File: src/common/gscp_regs.vh
`ifndef GSCP_REGS_VH
`define GSCP_REGS_VH
// Bus address of the gauge, seven bits
`define GSCP_BUS_ADDR 7'h55
// Command codes, low byte at the even code
`define GSCP_CMD_CONTROL 8'h00
`define GSCP_CMD_CELL_TEMP 8'h02
`define GSCP_CMD_CELL_MV 8'h04
`define GSCP_CMD_STATUS 8'h06
`define GSCP_CMD_NOM_CAP 8'h08
`define GSCP_CMD_FULL_AVAIL 8'h0a
`define GSCP_CMD_CHARGE_LEFT 8'h0c
`define GSCP_CMD_CAP_FULL 8'h0e
`define GSCP_CMD_MEAN_CUR 8'h10
`define GSCP_CMD_IDLE_CUR 8'h12
`define GSCP_CMD_PEAK_CUR 8'h14
`define GSCP_CMD_MEAN_PWR 8'h18
`define GSCP_CMD_FILL 8'h1c
`define GSCP_CMD_DIE_TEMP 8'h1e
`define GSCP_CMD_WEAR 8'h20
`define GSCP_CMD_TOP 8'h6b
// Reset values
`define GSCP_CONTROL_RST 16'h0000
`define GSCP_TEMP_RST 16'h0000
// Control subcommands that steer the power modes
`define GSCP_SUB_SET_HIB 16'h0011
`define GSCP_SUB_CLR_HIB 16'h0012
`define GSCP_SUB_SHDN_EN 16'h001b
`define GSCP_SUB_SHDN 16'h001c
// Power mode codes
`define GSCP_MODE_INIT 3'h0
`define GSCP_MODE_NORMAL 3'h1
`define GSCP_MODE_SLEEP 3'h2
`define GSCP_MODE_HIBERNATE 3'h3
`define GSCP_MODE_SHUTDOWN 3'h4
// Field positions of the status word read back at the control code
`define GSCP_CS_HIB_BIT 6
`define GSCP_CS_SHDN_EN_BIT 15
`define GSCP_CS_HOST_TEMP_BIT 0
`define GSCP_CS_MODE_LSB 8
// Timing
`define GSCP_CLK_MHZ 250
`define GSCP_INIT_US 13
`define GSCP_INIT_CYC (`GSCP_INIT_US * `GSCP_CLK_MHZ)
`define GSCP_IDLE_MS 5
`define GSCP_IDLE_CYC (`GSCP_IDLE_MS * 1000 * `GSCP_CLK_MHZ)
`endif

File: src/gscp_command_port.v
`include "gscp_regs.vh"

// Functional notes
// - Each command holds two data bytes; command code then data transfer.
// - Each command owns two consecutive codes; control word at 0 and 1.
// - Bus commands read control, status and data locations; only control and temperature take writes.
// - Five power modes, entered automatically on their events.
// - Host can enter some power modes directly with commands.
// - Internal temperature by default; host-written temperature overrides.
// - Answer only seven-bit address 1010101, bytes 0xAA and 0xAB.
// - Command pointer advances on each acknowledged data byte.
// - Data written to a read-only location is not acknowledged.
// - Read from a command code above 0x6B gets the read address byte NACKed.
module gscp_command_port #(
  parameter IDLE_CYC = `GSCP_IDLE_CYC
) (
  input wire ref_clk,
  input wire rst,
  input wire scl_in,
  input wire sda_in,
  output reg sda_oe_n,
  output reg [15:0] control_out,
  output reg [15:0] temp_used,
  output reg host_temp_sel,
  output reg [2:0] power_mode,
  input wire [15:0] die_temp_in,
  input wire [15:0] cell_mv_in,
  input wire [15:0] status_in,
  input wire [15:0] nom_cap_in,
  input wire [15:0] full_avail_in,
  input wire [15:0] charge_left_in,
  input wire [15:0] cap_full_in,
  input wire [15:0] mean_cur_in,
  input wire [15:0] idle_cur_in,
  input wire [15:0] peak_cur_in,
  input wire [15:0] mean_pwr_in,
  input wire [15:0] fill_in,
  input wire [15:0] wear_in,
  input wire wake_event,
  input wire load_idle
);
  localparam ST_IDLE = 3'd0;
  localparam ST_ADDR = 3'd1;
  localparam ST_ACK = 3'd2;
  localparam ST_CMD = 3'd3;
  localparam ST_WDATA = 3'd4;
  localparam ST_RDATA = 3'd5;
  localparam ST_RACK = 3'd6;
  localparam ST_SKIP = 3'd7;

  wire scl_s;
  wire sda_s;
  reg scl_d;
  reg sda_d;
  reg [2:0] state;
  reg [2:0] after_ack;
  reg [3:0] bit_cnt;
  reg [7:0] shift;
  reg [7:0] cmd_ptr;
  reg is_read;
  reg ack_drive;
  reg hib_req;
  reg shdn_en;
  reg [15:0] host_temp;
  reg [7:0] rd_byte;
  reg [15:0] rd_word;
  reg writable;
  reg [31:0] init_cnt;
  reg [31:0] idle_cnt;
  wire [15:0] status_word;

  gscp_sync u_scl (
    .ref_clk(ref_clk),
    .rst(rst),
    .async_in(scl_in),
    .sync_out(scl_s)
  );

  gscp_sync u_sda (
    .ref_clk(ref_clk),
    .rst(rst),
    .async_in(sda_in),
    .sync_out(sda_s)
  );

  wire scl_rise = scl_s & ~scl_d;
  wire scl_fall = ~scl_s & scl_d;
  wire start_cond = scl_s & scl_d & sda_d & ~sda_s;
  wire stop_cond = scl_s & scl_d & ~sda_d & sda_s;

  assign status_word = {shdn_en, 4'h0, power_mode, 1'b0, hib_req,
                        5'h00, host_temp_sel};

  // Control and temperature are the only writable codes
  always @* begin
    writable = ({cmd_ptr[7:1], 1'b0} == `GSCP_CMD_CONTROL) ||
               ({cmd_ptr[7:1], 1'b0} == `GSCP_CMD_CELL_TEMP);
  end

  // Each word answers at its pair of codes
  always @* begin
    case ({cmd_ptr[7:1], 1'b0})
      `GSCP_CMD_CONTROL: rd_word = status_word;
      `GSCP_CMD_CELL_TEMP: rd_word = temp_used;
      `GSCP_CMD_CELL_MV: rd_word = cell_mv_in;
      `GSCP_CMD_STATUS: rd_word = status_in;
      `GSCP_CMD_NOM_CAP: rd_word = nom_cap_in;
      `GSCP_CMD_FULL_AVAIL: rd_word = full_avail_in;
      `GSCP_CMD_CHARGE_LEFT: rd_word = charge_left_in;
      `GSCP_CMD_CAP_FULL: rd_word = cap_full_in;
      `GSCP_CMD_MEAN_CUR: rd_word = mean_cur_in;
      `GSCP_CMD_IDLE_CUR: rd_word = idle_cur_in;
      `GSCP_CMD_PEAK_CUR: rd_word = peak_cur_in;
      `GSCP_CMD_MEAN_PWR: rd_word = mean_pwr_in;
      `GSCP_CMD_FILL: rd_word = fill_in;
      `GSCP_CMD_DIE_TEMP: rd_word = die_temp_in;
      `GSCP_CMD_WEAR: rd_word = wear_in;
      default: rd_word = 16'h0000;
    endcase
    rd_byte = cmd_ptr[0] ? rd_word[15:8] : rd_word[7:0];
  end

  always @(posedge ref_clk or posedge rst) begin
    if (rst) begin
      scl_d <= 1'b1;
      sda_d <= 1'b1;
    end else begin
      scl_d <= scl_s;
      sda_d <= sda_s;
    end
  end

  // Serial engine; the low phase after a byte carries the ack
  always @(posedge ref_clk or posedge rst) begin
    if (rst) begin
      state <= ST_IDLE;
      after_ack <= ST_IDLE;
      bit_cnt <= 4'h0;
      shift <= 8'h00;
      cmd_ptr <= 8'h00;
      is_read <= 1'b0;
      ack_drive <= 1'b0;
      sda_oe_n <= 1'b1;
      control_out <= `GSCP_CONTROL_RST;
      host_temp <= `GSCP_TEMP_RST;
      host_temp_sel <= 1'b0;
      hib_req <= 1'b0;
      shdn_en <= 1'b0;
    end else if (start_cond) begin
      // Repeated start keeps the pointer so a read follows a command
      state <= ST_ADDR;
      bit_cnt <= 4'h0;
      sda_oe_n <= 1'b1;
    end else if (stop_cond) begin
      state <= ST_IDLE;
      sda_oe_n <= 1'b1;
    end else begin
      case (state)
        ST_IDLE: begin
          sda_oe_n <= 1'b1;
        end
        ST_ADDR, ST_CMD, ST_WDATA: begin
          if (scl_rise) begin
            shift <= {shift[6:0], sda_s};
            bit_cnt <= bit_cnt + 4'h1;
          end
          if (scl_fall && bit_cnt == 4'h8) begin
            bit_cnt <= 4'h0;
            state <= ST_ACK;
            after_ack <= ST_SKIP;
            ack_drive <= 1'b0;
            if (state == ST_ADDR) begin
              if (shift[7:1] == `GSCP_BUS_ADDR) begin
                is_read <= shift[0];
                ack_drive <= 1'b1;
                if (shift[0] && cmd_ptr > `GSCP_CMD_TOP) begin
                  ack_drive <= 1'b0;
                end else if (shift[0]) begin
                  after_ack <= ST_RDATA;
                end else begin
                  after_ack <= ST_CMD;
                end
              end
            end else if (state == ST_CMD) begin
              cmd_ptr <= shift;
              ack_drive <= 1'b1;
              after_ack <= ST_WDATA;
            end else if (writable) begin
              ack_drive <= 1'b1;
              after_ack <= ST_WDATA;
              cmd_ptr <= cmd_ptr + 8'h01;
              case ({cmd_ptr[7:1], 1'b0})
                `GSCP_CMD_CONTROL: begin
                  if (cmd_ptr[0]) begin
                    control_out[15:8] <= shift;
                  end else begin
                    control_out[7:0] <= shift;
                  end
                end
                default: begin
                  // Host temperature overrides the die sensor
                  host_temp_sel <= 1'b1;
                  if (cmd_ptr[0]) begin
                    host_temp[15:8] <= shift;
                  end else begin
                    host_temp[7:0] <= shift;
                  end
                end
              endcase
            end
            // A high byte to control completes a subcommand
            if (state == ST_WDATA && writable && cmd_ptr[0] &&
                cmd_ptr[7:1] == 7'h00) begin
              case ({shift, control_out[7:0]})
                `GSCP_SUB_SET_HIB: hib_req <= 1'b1;
                `GSCP_SUB_CLR_HIB: hib_req <= 1'b0;
                `GSCP_SUB_SHDN_EN: shdn_en <= 1'b1;
                default: hib_req <= hib_req;
              endcase
            end
          end
        end
        ST_ACK: begin
          sda_oe_n <= ~ack_drive;
          if (scl_fall) begin
            sda_oe_n <= 1'b1;
            state <= after_ack;
            if (after_ack == ST_RDATA) begin
              shift <= rd_byte;
              sda_oe_n <= rd_byte[7];
              bit_cnt <= 4'h1;
            end
          end
        end
        ST_RDATA: begin
          if (scl_fall) begin
            if (bit_cnt == 4'h8) begin
              sda_oe_n <= 1'b1;
              state <= ST_RACK;
            end else begin
              sda_oe_n <= shift[7 - bit_cnt[2:0]];
              bit_cnt <= bit_cnt + 4'h1;
            end
          end
        end
        ST_RACK: begin
          if (scl_rise) begin
            if (!sda_s) begin
              cmd_ptr <= cmd_ptr + 8'h01;
              state <= ST_ACK;
              ack_drive <= 1'b0;
              after_ack <= ST_RDATA;
            end else begin
              state <= ST_SKIP;
            end
          end
        end
        ST_SKIP: begin
          sda_oe_n <= 1'b1;
        end
        default: state <= ST_IDLE;
      endcase
    end
  end

  always @(posedge ref_clk or posedge rst) begin
    if (rst) begin
      temp_used <= `GSCP_TEMP_RST;
    end else begin
      temp_used <= host_temp_sel ? host_temp : die_temp_in;
    end
  end

  // Power modes; shutdown needs a prior enable subcommand
  // One pulse on the high byte, so a stale control word cannot
  // send the gauge straight back down after a wake
  reg shdn_cmd;
  wire bus_busy = (state != ST_IDLE);

  always @(posedge ref_clk or posedge rst) begin
    if (rst) begin
      shdn_cmd <= 1'b0;
    end else begin
      shdn_cmd <= shdn_en && (state == ST_WDATA) && scl_fall &&
                  (bit_cnt == 4'h8) && (cmd_ptr == 8'h01) &&
                  ({shift, control_out[7:0]} == `GSCP_SUB_SHDN);
    end
  end

  always @(posedge ref_clk or posedge rst) begin
    if (rst) begin
      power_mode <= `GSCP_MODE_INIT;
      init_cnt <= 32'h0000_0000;
      idle_cnt <= 32'h0000_0000;
    end else begin
      idle_cnt <= (bus_busy || !load_idle) ? 32'h0000_0000 :
                  ((idle_cnt == IDLE_CYC) ? idle_cnt :
                  idle_cnt + 32'h0000_0001);
      case (power_mode)
        `GSCP_MODE_INIT: begin
          init_cnt <= init_cnt + 32'h0000_0001;
          if (init_cnt == `GSCP_INIT_CYC - 1) begin
            power_mode <= `GSCP_MODE_NORMAL;
          end
        end
        `GSCP_MODE_NORMAL: begin
          if (shdn_cmd) begin
            power_mode <= `GSCP_MODE_SHUTDOWN;
          end else if (idle_cnt == IDLE_CYC) begin
            power_mode <= `GSCP_MODE_SLEEP;
          end
        end
        `GSCP_MODE_SLEEP: begin
          if (shdn_cmd) begin
            power_mode <= `GSCP_MODE_SHUTDOWN;
          end else if (!load_idle || bus_busy) begin
            power_mode <= `GSCP_MODE_NORMAL;
          end else if (hib_req) begin
            power_mode <= `GSCP_MODE_HIBERNATE;
          end
        end
        `GSCP_MODE_HIBERNATE: begin
          if (!load_idle || !hib_req) begin
            power_mode <= `GSCP_MODE_NORMAL;
          end
        end
        `GSCP_MODE_SHUTDOWN: begin
          if (wake_event) begin
            power_mode <= `GSCP_MODE_INIT;
            init_cnt <= 32'h0000_0000;
          end
        end
        default: power_mode <= `GSCP_MODE_INIT;
      endcase
    end
  end
endmodule // gscp_command_port

File: src/gscp_sync.v
module gscp_sync (
  input wire ref_clk,
  input wire rst,
  input wire async_in,
  output reg sync_out
);
  reg stage1;

  always @(posedge ref_clk or posedge rst) begin
    if (rst) begin
      stage1 <= 1'b1;
      sync_out <= 1'b1;
    end else begin
      stage1 <= async_in;
      sync_out <= stage1;
    end
  end
endmodule // gscp_sync

File: config.mk
export PLATFORM = sky130hd
export DESIGN_NAME = gscp_command_port
export DESIGN_NICKNAME = d
export VERILOG_FILES = /design/src/gscp_command_port.v /design/src/gscp_sync.v
export VERILOG_INCLUDE_DIRS = /design/src /design/src/common
export SDC_FILE = /design/constraint.sdc
export NUM_CORES = 1
export LEC_CHECK = 0
export BUFFER_PORTS_ARGS = -buffer_cell sky130_fd_sc_hd__buf_2
export CORE_MARGIN = 3
export CORE_UTILIZATION = 50
export DETAILED_ROUTE_END_ITERATION = 10
export GPL_TIMING_DRIVEN = 0
export PLACE_DENSITY = 0.76
export REMOVE_ABC_BUFFERS = 1
export SLEW_MARGIN = 0
export SYNTH_ARGS = -nofsm -noshare
export SYNTH_HDL_FRONTEND = slang
export SYNTH_SLANG_ARGS = --single-unit
export TNS_END_PERCENT = 10
File: constraint.sdc
create_clock -name ref_clk -period 6.85 [get_ports ref_clk]
set_clock_uncertainty 0.1 [all_clocks]
set_input_delay 1.37 -clock ref_clk [delete_from_list [all_inputs] [get_ports ref_clk]]
set_output_delay 1.37 -clock ref_clk [all_outputs]
set_load 0.01 [all_outputs]
; Word-level counts from Yosys, hierarchy flattened
; Cells that the tools add are included.
[totals]
ff_bits = 153
out_inout_bits = 37
word_cells = 227
input_bits = 214
[op_classes]
bitwise = 18
muxes = 74
eq_ne = 60
reduce_logical = 43
order_cmp = 2
addsub = 5
[ops]
columns = cell, n
row1 = case mux 16 bit (15 select lines), 1
row2 = 2-to-1 mux 32 bit, 3
row3 = 2-to-1 mux 8 bit, 10
row4 = 2-to-1 mux 3 bit, 23
row5 = "adder 32 x 1 -> 32 bit, second input constant", 2
row6 = "== test 16 x 5 -> 1 bit, second input constant", 4
row7 = case mux 32 bit (2 select lines), 1
row8 = "== test 7 x 4 -> 1 bit, second input constant", 6
row9 = AND reduction 9 bit, 4
row10 = "== test 32 x 12 -> 1 bit, second input constant", 1
row11 = "== test 32 x 21 -> 1 bit, second input constant", 1
row12 = "< comparator 32 x 4 -> 1 bit, second input constant", 1
row13 = 2-to-1 mux 4 bit, 8
row14 = case mux 8 bit (2 select lines), 2
row15 = AND reduction 6 bit, 5
row16 = "== test 7 x 3 -> 1 bit, second input constant", 4
row17 = "inequality test 4 bit, second input constant", 7
row18 = "inequality test 2 bit, second input constant", 11
row19 = "== test 3 bit, second input constant", 6
row20 = "inequality test 3 bit, second input constant", 6
row21 = 2-to-1 mux 16 bit, 1
row22 = AND reduction 8 bit, 2
row23 = 2-to-1 mux 1 bit, 15
row24 = case mux 3 bit (5 select lines), 1
row25 = other kinds (37), 77

; Longest topological paths before layout
; Gate-level depths: netlist (run 1).
[logic_depth]
depth_word = 8
mapped_depth = 9
mapped_depth_nobuf = 8

; Cells and area by module
; A second synthesis (run 1) with hierarchy kept.
[hier_totals]
cells_unflattened = 1069
area_unflattened_um2 = 9799.4
[modules_own_cells]
columns = module, instances, seq_area_each_um2, area_each_um2, cells_each
row1 = gscp_command_port, 1, 3732.3, 9686.8, 1063
row2 = gscp_sync, 2, 52.6, 56.3, 3

; Worst setup path after synthesis (run 1)
; Ideal clock, no wire load.
[synth_timing]
path_type = input to register
from = input port wake_event
to = register init_cnt[10]
t_required_ps = 6673
path_stages = 5
setup_ps = 77
t_arrival_ps = 2603
slack_ps = 4070
path_buffers = 0
cell_sequence = nand2b_1 -> nand4_1 -> or2_2 -> or3_1 -> a21oi_1
[synth_between]
elab_chain_len = 2
[synth_rtl]
columns = element, line
row1 = "start, declared", gscp_command_port.v:39  ; input wire wake_event,
row2 = inequality test 2 bit (no source line), --
row3 = AND reduction 2 bit (no source line), --
row4 = "end signal, assigned", gscp_command_port.v:301  ; init_cnt <= init_cnt + 32'h0000_0001;
row5 = "end, declared", gscp_command_port.v:68  ; reg [31:0] init_cnt;
; No other way between the ends.
; A chain may end at the register's enable or synchronous reset.

; Worst setup path in the final report (run 1)
[layout_timing]
from = register scl_d
to = register shift[3]
[layout_between]
elab_chain_len = 5
word_cells_on_any_way = 13
classes_between = eq/ne: 2 / bitwise: 10 / reduce/logical: 1
[layout_rtl]
columns = element, line
row1 = "start, declared", gscp_command_port.v:53  ; reg scl_d;
row2 = "start signal, assigned", gscp_command_port.v:128  ; scl_d <= scl_s;
row3 = AND 1 bit, "gscp_command_port.v:88, gscp_command_port.v:89"
row4 = AND 1 bit (on tied branches) (2 in series), "gscp_command_port.v:89, gscp_command_port.v:88"
row5 = NOT 1 bit (no source line), --
row6 = AND reduction 6 bit (no source line) *, --
row7 = "end signal, assigned", gscp_command_port.v:164  ; shift <= {shift[6:0], sda_s};
row8 = "end signal, assigned", gscp_command_port.v:229  ; shift <= rd_byte;
row9 = "end, declared", gscp_command_port.v:58  ; reg [7:0] shift;
; Every way passes the cells marked *; elsewhere a longest branch is shown, timed or not.

==> results.md, run 1 <==
- Status: finished, final reports clean
- Critical path launch point type: flop
- DP HPWL: 25200 microns
- Tot GR Track Use: 0.317
- RSZ-0062 raised after global routing: false
- Met2 usage: 0.498
- Core box area: 19000 sq um
- Vias in the first global route: just under 10000
- CP Max Fanout: 17
- Worst Hold Class: flop to flop
- Pwr Density: 328 nW/um^2
- CTS Root Buffer Type: clkbuf_16
- Hold_ws: roughly 0.26 ns
- Met3 Resource Use GR: 0.0928
- CTS clk-pin slew, worst paths: 0.06 ns
- Tcrit/Tclk final: 0.532
- Vias per cell: around 6.3
- Drt first-iter violations: roughly 1000
- Synth Warn #: 0
- Final #Nets: 1506
- Max-cap violations: 0
- Syn_area_per_cell: 9.11 sq um
- Global-route wire length before repair: ~54000 microns
- # resized after CTS: 0
- Fmax: between 0.2 and 0.3 GHz
- Worst-Margin Slew: 1.47 ns
- Primary FF master, synth: dfrtp_1
- Layout cells sized above 1: 0.305
- Post-CTS Setup Inserts: 0
- Multi-input logic area: between 5000 and 6000 sq um
- Setup TNS: 0 ns
- Initial antenna violation count: 3
- Antenna-violating nets left: 0
- Slew Viols, Final: 0
- Reg2reg start: scl_d
- Cells taking the most area after synthesis: dfrtp_1 (37%), mux2_2 (6.6%), nor2_1 (4.1%)
- Synth top area share: 0.372
- GR Overflow Total: 0
- Hold_sp: u_sda.stage1
- Post-synth EDFFs: 0
- Max rail drop VDD: around 190 uV
- # port buffers: between 200 and 300
- Full die area: roughly 21000 sq um
- CTS tree: done
- Filler cell count: around 1700
- Slack of the worst reg-to-reg path: roughly 3.2 ns
- Met1 Track Usage GR: 0.417
- P&R area growth vs syn: 20.6%
- Clock Tree Buf Depth: 2
- R2R cell count: 6
- Final WL: around 35000 microns
- Post-layout minimum cycle time: 3.64 ns
- Rel. slew slack: 0.0171
- Top Ports: 251
- Reg-to-Reg End: shift[3]
- Netlist area before placement: just under 10000 sq um
- Drt wl/cell: roughly 22 microns
- Storage element area: between 3000 and 4000 sq um
- Drt first pass iters: 6
- Count leader, synth: dfrtp_1
- Async S/R FF share, synth: 1.00
- RePlAce Congestion: roughly 0.97
- Synth Register Bits: approximately 150
- Cell Count Post-Placement: about 1500
- Final setup viols: 0
- # rows: 50
- Initial core utilization: 0.517
- Adder-Cell Fraction of Synth Area: 0.0102
- Die height: about 150 microns
- Crit path arrival time: 3.89 ns
- Syn Inst Count: 1079
- Pwr Total: 3900 uW
- Largest area contributor in the netlist: dfrtp_1
- Fraction of the mapped netlist area in simple logic gates: 0.232
- CTS Sinks: 153
- H-tree depth: 4
- Final Core Density: 0.624
- Worst-Skew Late Latency: ~0.42 ns
- CP Data Required Time: ~7 ns
- Fraction of the mapped netlist area in compound gates: 0.171
- Crit Path Category: flop to flop
- Hold endpoint: u_sda.sync_out
- Synthesized-area fraction occupied by xor and xnor cells: 0.0445
- Main combinational cell family by area after synthesis: simple AND/OR/NAND/NOR gates
- Yosys cell types: 84
- Finished Layout Cells: around 1600
- Routed vias: about 9900
- CP Capture Type: flop
- Drt drc: 0
- Total CTS buffers: 17
- Top post-synthesis cells by count: dfrtp_1 (146), nor2_1 (108), nand2_1 (82), nand3_1 (59), mux2_2 (58)
- Chip Width: 146 microns
- Hold buffer count at cts: 0
- Largest net degree at the start of global routing: 97
- Mux cell area share after synthesis: 0.109
- Global route hottest layer: met2
- Leakage: slightly above 0.005 uW
- Fin. Hold Viols: 0
- Hold path depth: 0
- Sequential-to-total area share from yosys stat: 0.390
cell families after synthesis:
| group | after synthesis |
|---|---|
| mux | 91 |
| buf+inv | 97 |
| simple gates | 428 |
| fa+ha+maj | 8 |
| flops | 153 |
| xor+xnor | 50 |
| compound gates | 252 |
how the worst max path moves through the flow:
stage / depth (start not counted) / start / slack, ns / endpoint
finish: 6 / scl_d / 3.21 / shift[3]
CTS: 6 / load_idle / 3.27 / power_mode[0]
global route: 6 / scl_d / 2.98 / shift[3]
detailed placement: 6 / load_idle / 2.82 / power_mode[0]
global placement: 2 / rst / -0.49 / temp_used[2]
floorplan: 1 / rst / 1.27 / ack_drive
cell usage in the layout (no fill, tap or decap), types with 6 or more instances in the layout:
cell,Yosys,routed
inv_1,26,25
xnor2_1,19,19
nand4_1,26,26
dfrtp_1,146,143
nor2b_1,17,17
or3_1,12,12
a221oi_1,10,10
a21oi_1,47,47
o21ai_0,56,56
nand3_1,59,59
and2_1,8,8
a211oi_1,8,8
ha_1,8,8
and3_1,17,17
o31ai_1,10,10
dfstp_2,7,7
o211ai_1,6,6
a22o_1,8,8
buf_2,18,250
nor2_1,108,106
mux2_2,58,58
nand2_1,82,82
nor4b_1,6,6
nor4_1,16,16
a22oi_1,36,36
o22ai_1,12,12
nand2b_1,10,10
mux2i_1,22,22
xor2_1,31,31
nor3_1,25,25
clkbuf_16,0,17
mux2_4,6,6
a31oi_1,11,11
power breakdown:
group	total [uW]	internal (uW)	switching (uW)	leakage (uW)
registers	1290	1000	284	0.00201
logic	1600	599	1000	0.00285
clock network	1010	630	379	0.000307
area by class of cell:
class,count,area share
multi-input combinational,829,0.471
sequential,153,0.324
timing repair buffer,256,0.115
clock buffer,21,0.0388
tap,260,0.0274
clock inverter,11,0.0142
inverter,27,0.00897
antenna,4,0.000844
state kept, by name, summed over array words and instances, names as in the netlist, 3 cells and up:
name / flops
host_temp: 16
power_mode: 3
control_out: 16
idle_cnt: 32
shift: 8
state: 3
bit_cnt: 4
temp_used: 16
cmd_ptr: 8
init_cnt: 32
after_ack: 3
per-stage QoR:
stage / setup slack, ns / instance area, sq um
finish: 3.21 / 11900
floorplan: 1.27 / 9510
detailed placement: 2.82 / 11200
global placement: -0.490 / 11100
CTS: 3.27 / 11900
global route: 2.98 / 11900
critical path, stage by stage (launching register included):
cell and delay, ns:
dfstp_2 0.57, nor2b_1 0.53, a32oi_1 0.19, o21ai_1 0.90
o2111ai_1 0.72, a31o_2 0.43, o21ai_1 0.12
metal layers:
metal,part of all wire,up-vias
met2,0.47,592
li1,-,4403
met5,0.00038,-
met3,0.10,104
met4,0.039,2
met1,0.39,4750
No activity file was read; power rests on OpenSTA's default activity.
==> run 2, diff against run 1 <==
--- a/config.mk
+++ b/config.mk
@@ -8,10 +8,10 @@
 export LEC_CHECK = 0
 export BUFFER_PORTS_ARGS = -buffer_cell sky130_fd_sc_hd__buf_2
 export CORE_MARGIN = 3
-export CORE_UTILIZATION = 50
+export CORE_UTILIZATION = 49
 export DETAILED_ROUTE_END_ITERATION = 10
 export GPL_TIMING_DRIVEN = 0
-export PLACE_DENSITY = 0.76
+export PLACE_DENSITY = 0.78
 export REMOVE_ABC_BUFFERS = 1
 export SLEW_MARGIN = 0
 export SYNTH_ARGS = -nofsm -noshare
==> constraint.sdc (replaced) <==
create_clock -name ref_clk -period 3.2 [get_ports ref_clk]
set_clock_uncertainty 0.1 [all_clocks]
set_input_delay 0.64 -clock ref_clk [delete_from_list [all_inputs] [get_ports ref_clk]]
set_output_delay 0.64 -clock ref_clk [all_outputs]
set_load 0.01 [all_outputs]
==> results.md, run 2 (synthesized netlist as in run 1, its figures left out) <==
- Status: finished, final reports clean
- Initial core utilization: 0.502
- Drt wl/cell: around 22 microns
- Most common cell after layout, fill and taps aside: buf_2
- Slew Viols, Final: 0
- Pwr Density: between 600 and 700 nW/um^2
- Worst Hold Class: input port to async pin
- Top Ports: roughly 250
- Setup Slack @ Placement: -0.519 ns
- Total CTS buffers: 17
- Full die area: 21800 sq um
- Post-CTS Setup Inserts: 0
- P&R area growth vs syn: 20.3%
- CTS Root Buffer Type: clkbuf_16
- RSZ-0062 raised after global routing: false
- Fin worst setup slack: about 0.008 ns
- Fin. Hold Viols: 0
- Die height: around 150 microns
- Commonest non-fill, non-tap cells in the layout: buf_2 (250), dfrtp_1 (142), nor2_1 (106)
- CP Max Fanout: 42
- Crit path arrival time: roughly 3.4 ns
- Tot GR Track Use: 0.308
- Vias per cell: ~6.3
- CP peak stage delay: 0.71 ns
- Critical path launch point type: flop
- Worst-Skew Late Latency: ~0.43 ns
- Max rail drop VDD: 446 uV
- CP Data Required Time: between 3 and 4 ns
- Vias in the first global route: between 9000 and 10000
- CTS clk-pin slew, worst paths: 0.07 ns
- Initial antenna violation count: 2
- Fmax: approximately 0.31 GHz
- # port buffers: between 200 and 300
- Slowest cell on the critical path: nor4_4
- CTS Sinks: about 150
- Placed standard-cell area: around 11000 sq um
- Core box area: just under 20000 sq um
- Antenna-violating nets left: 0
- Chip Width: around 150 microns
- Crit path cell chain: buf_12 > inv_1 > nand2_1 > nor4_4 > mux2_2
- Post-layout minimum cycle time: ~3.2 ns
- Final #Nets: between 1500 and 2000
- CP Capture Type: flop
- CTS tree: done
- # rows: 51
- Layout cells sized above 1: 0.310
- Final Instance Area: approximately 12000 sq um
- Final WL: between 30000 and 40000 microns
- Rel. slew slack: 0.306
- Worst-Margin Slew: between 1 and 1.5 ns
- GR Overflow Total: 0
- DP HPWL: about 25000 microns
- Tcrit/Tclk final: 0.998
- Drt first-iter violations: between 1000 and 1500
- Clock Tree Buf Depth: 2
- RePlAce Congestion: a little under 1
- Global-route wire length before repair: around 53000 microns
- Leakage: ~0.0051 uW
- Crit Path Category: flop to flop
- Largest net degree at the start of global routing: 100
- Final setup viols: 0
- Routed vias: 9821
- Max-cap violations: 0
- Biggest regs: idle_cnt: 32 flops, init_cnt: 32 flops
- H-tree depth: 4
- Drt first pass iters: 6
- Hold_ws: about 0.17 ns
- Drt drc: 0
- Setup TNS: 0 ns
==> run 2: cell types whose count changed in the layout (fill, tap and decap cells not counted), sizes merged <==
cell and delta:
clkbuf -2, clkinv +2, diode -2, buf -2, bufinv -2, inv +2
==> run 2: what timing repair did <==
action | CTS | global route
gates cloned | 0 | 0
endpoints found under the setup margin | 34 | 12
hold buffers | 0 | 0
gates resized for setup | 8 | 4
==> run 2: path summary, 6_finish.rpt <==
check                             start              to  slack [ns]  cells past startpoint
setup reg to reg             cmd_ptr[4]    host_temp[2]       0.008                      5
min in group ref_clk             sda_in    u_sda.stage1        0.21                      1
hold / removal                      rst    idle_cnt[22]        0.17                      2
max in group asynchronous           rst      cmd_ptr[3]        1.95                      3
hold reg to reg            u_scl.stage1  u_scl.sync_out        0.26                      0
setup / recovery             cmd_ptr[4]    host_temp[2]       0.008                      5
==> run 2: per-stage QoR <==
| stage | util | instances | total power [uW] |
|---|---|---|---|
| 2_1_floorplan | - | 1009 | 4690 |
| 3_3_place_gp | 0.566 | 1524 | 5850 |
| 3_5_place_dp | 0.571 | 1528 | 5990 |
| 4_1_cts | 0.603 | 1560 | 8060 |
| 5_1_grt | 0.604 | 1562 | 8570 |
| 6_report | 0.604 | 1562 | 8190 |
==> run 2: worst max-delay path, delay by kind of cell (launching register included) <==
| kind | cells | cell delay (ns) |
|---|---|---|
| and+or+nand+nor | 2 | 1.08 |
| buffers and inverters | 2 | 0.89 |
| DFF | 1 | 0.57 |
| muxes | 1 | 0.42 |
==> run 2: where the power goes <==
part / switching (uW) / internal, uW / total [uW] / leakage, uW
Combinational: 2040 / 1270 / 3310 / 0.00285
Sequential: 681 / 2150 / 2830 / 0.00200
Clock: 871 / 1180 / 2050 / 0.000288
Total: 3590 / 4600 / 8190 / 0.00514
==> run 2: metal layers <==
metal / routed length [microns] / global-route usage / vias up
met5: 0 / 0 / -
met2: 16300 / 0.497 / 579
met1: 13300 / 0.391 / 4728
met4: 1530 / 0.133 / 0
met3: 3170 / 0.0840 / 117
li1: - / - / 4397
==> run 2: area by class of cell <==
cell class	instances	area [sq um]
Tap cell	265	332
Clock inverter	13	144
Multi-Input combinational cell	829	5630
Sequential cell	153	3840
Fill cell	1729	7760
Timing Repair Buffer	254	1330
Clock buffer	19	443
Antenna cell	2	5.00
Inverter	27	106
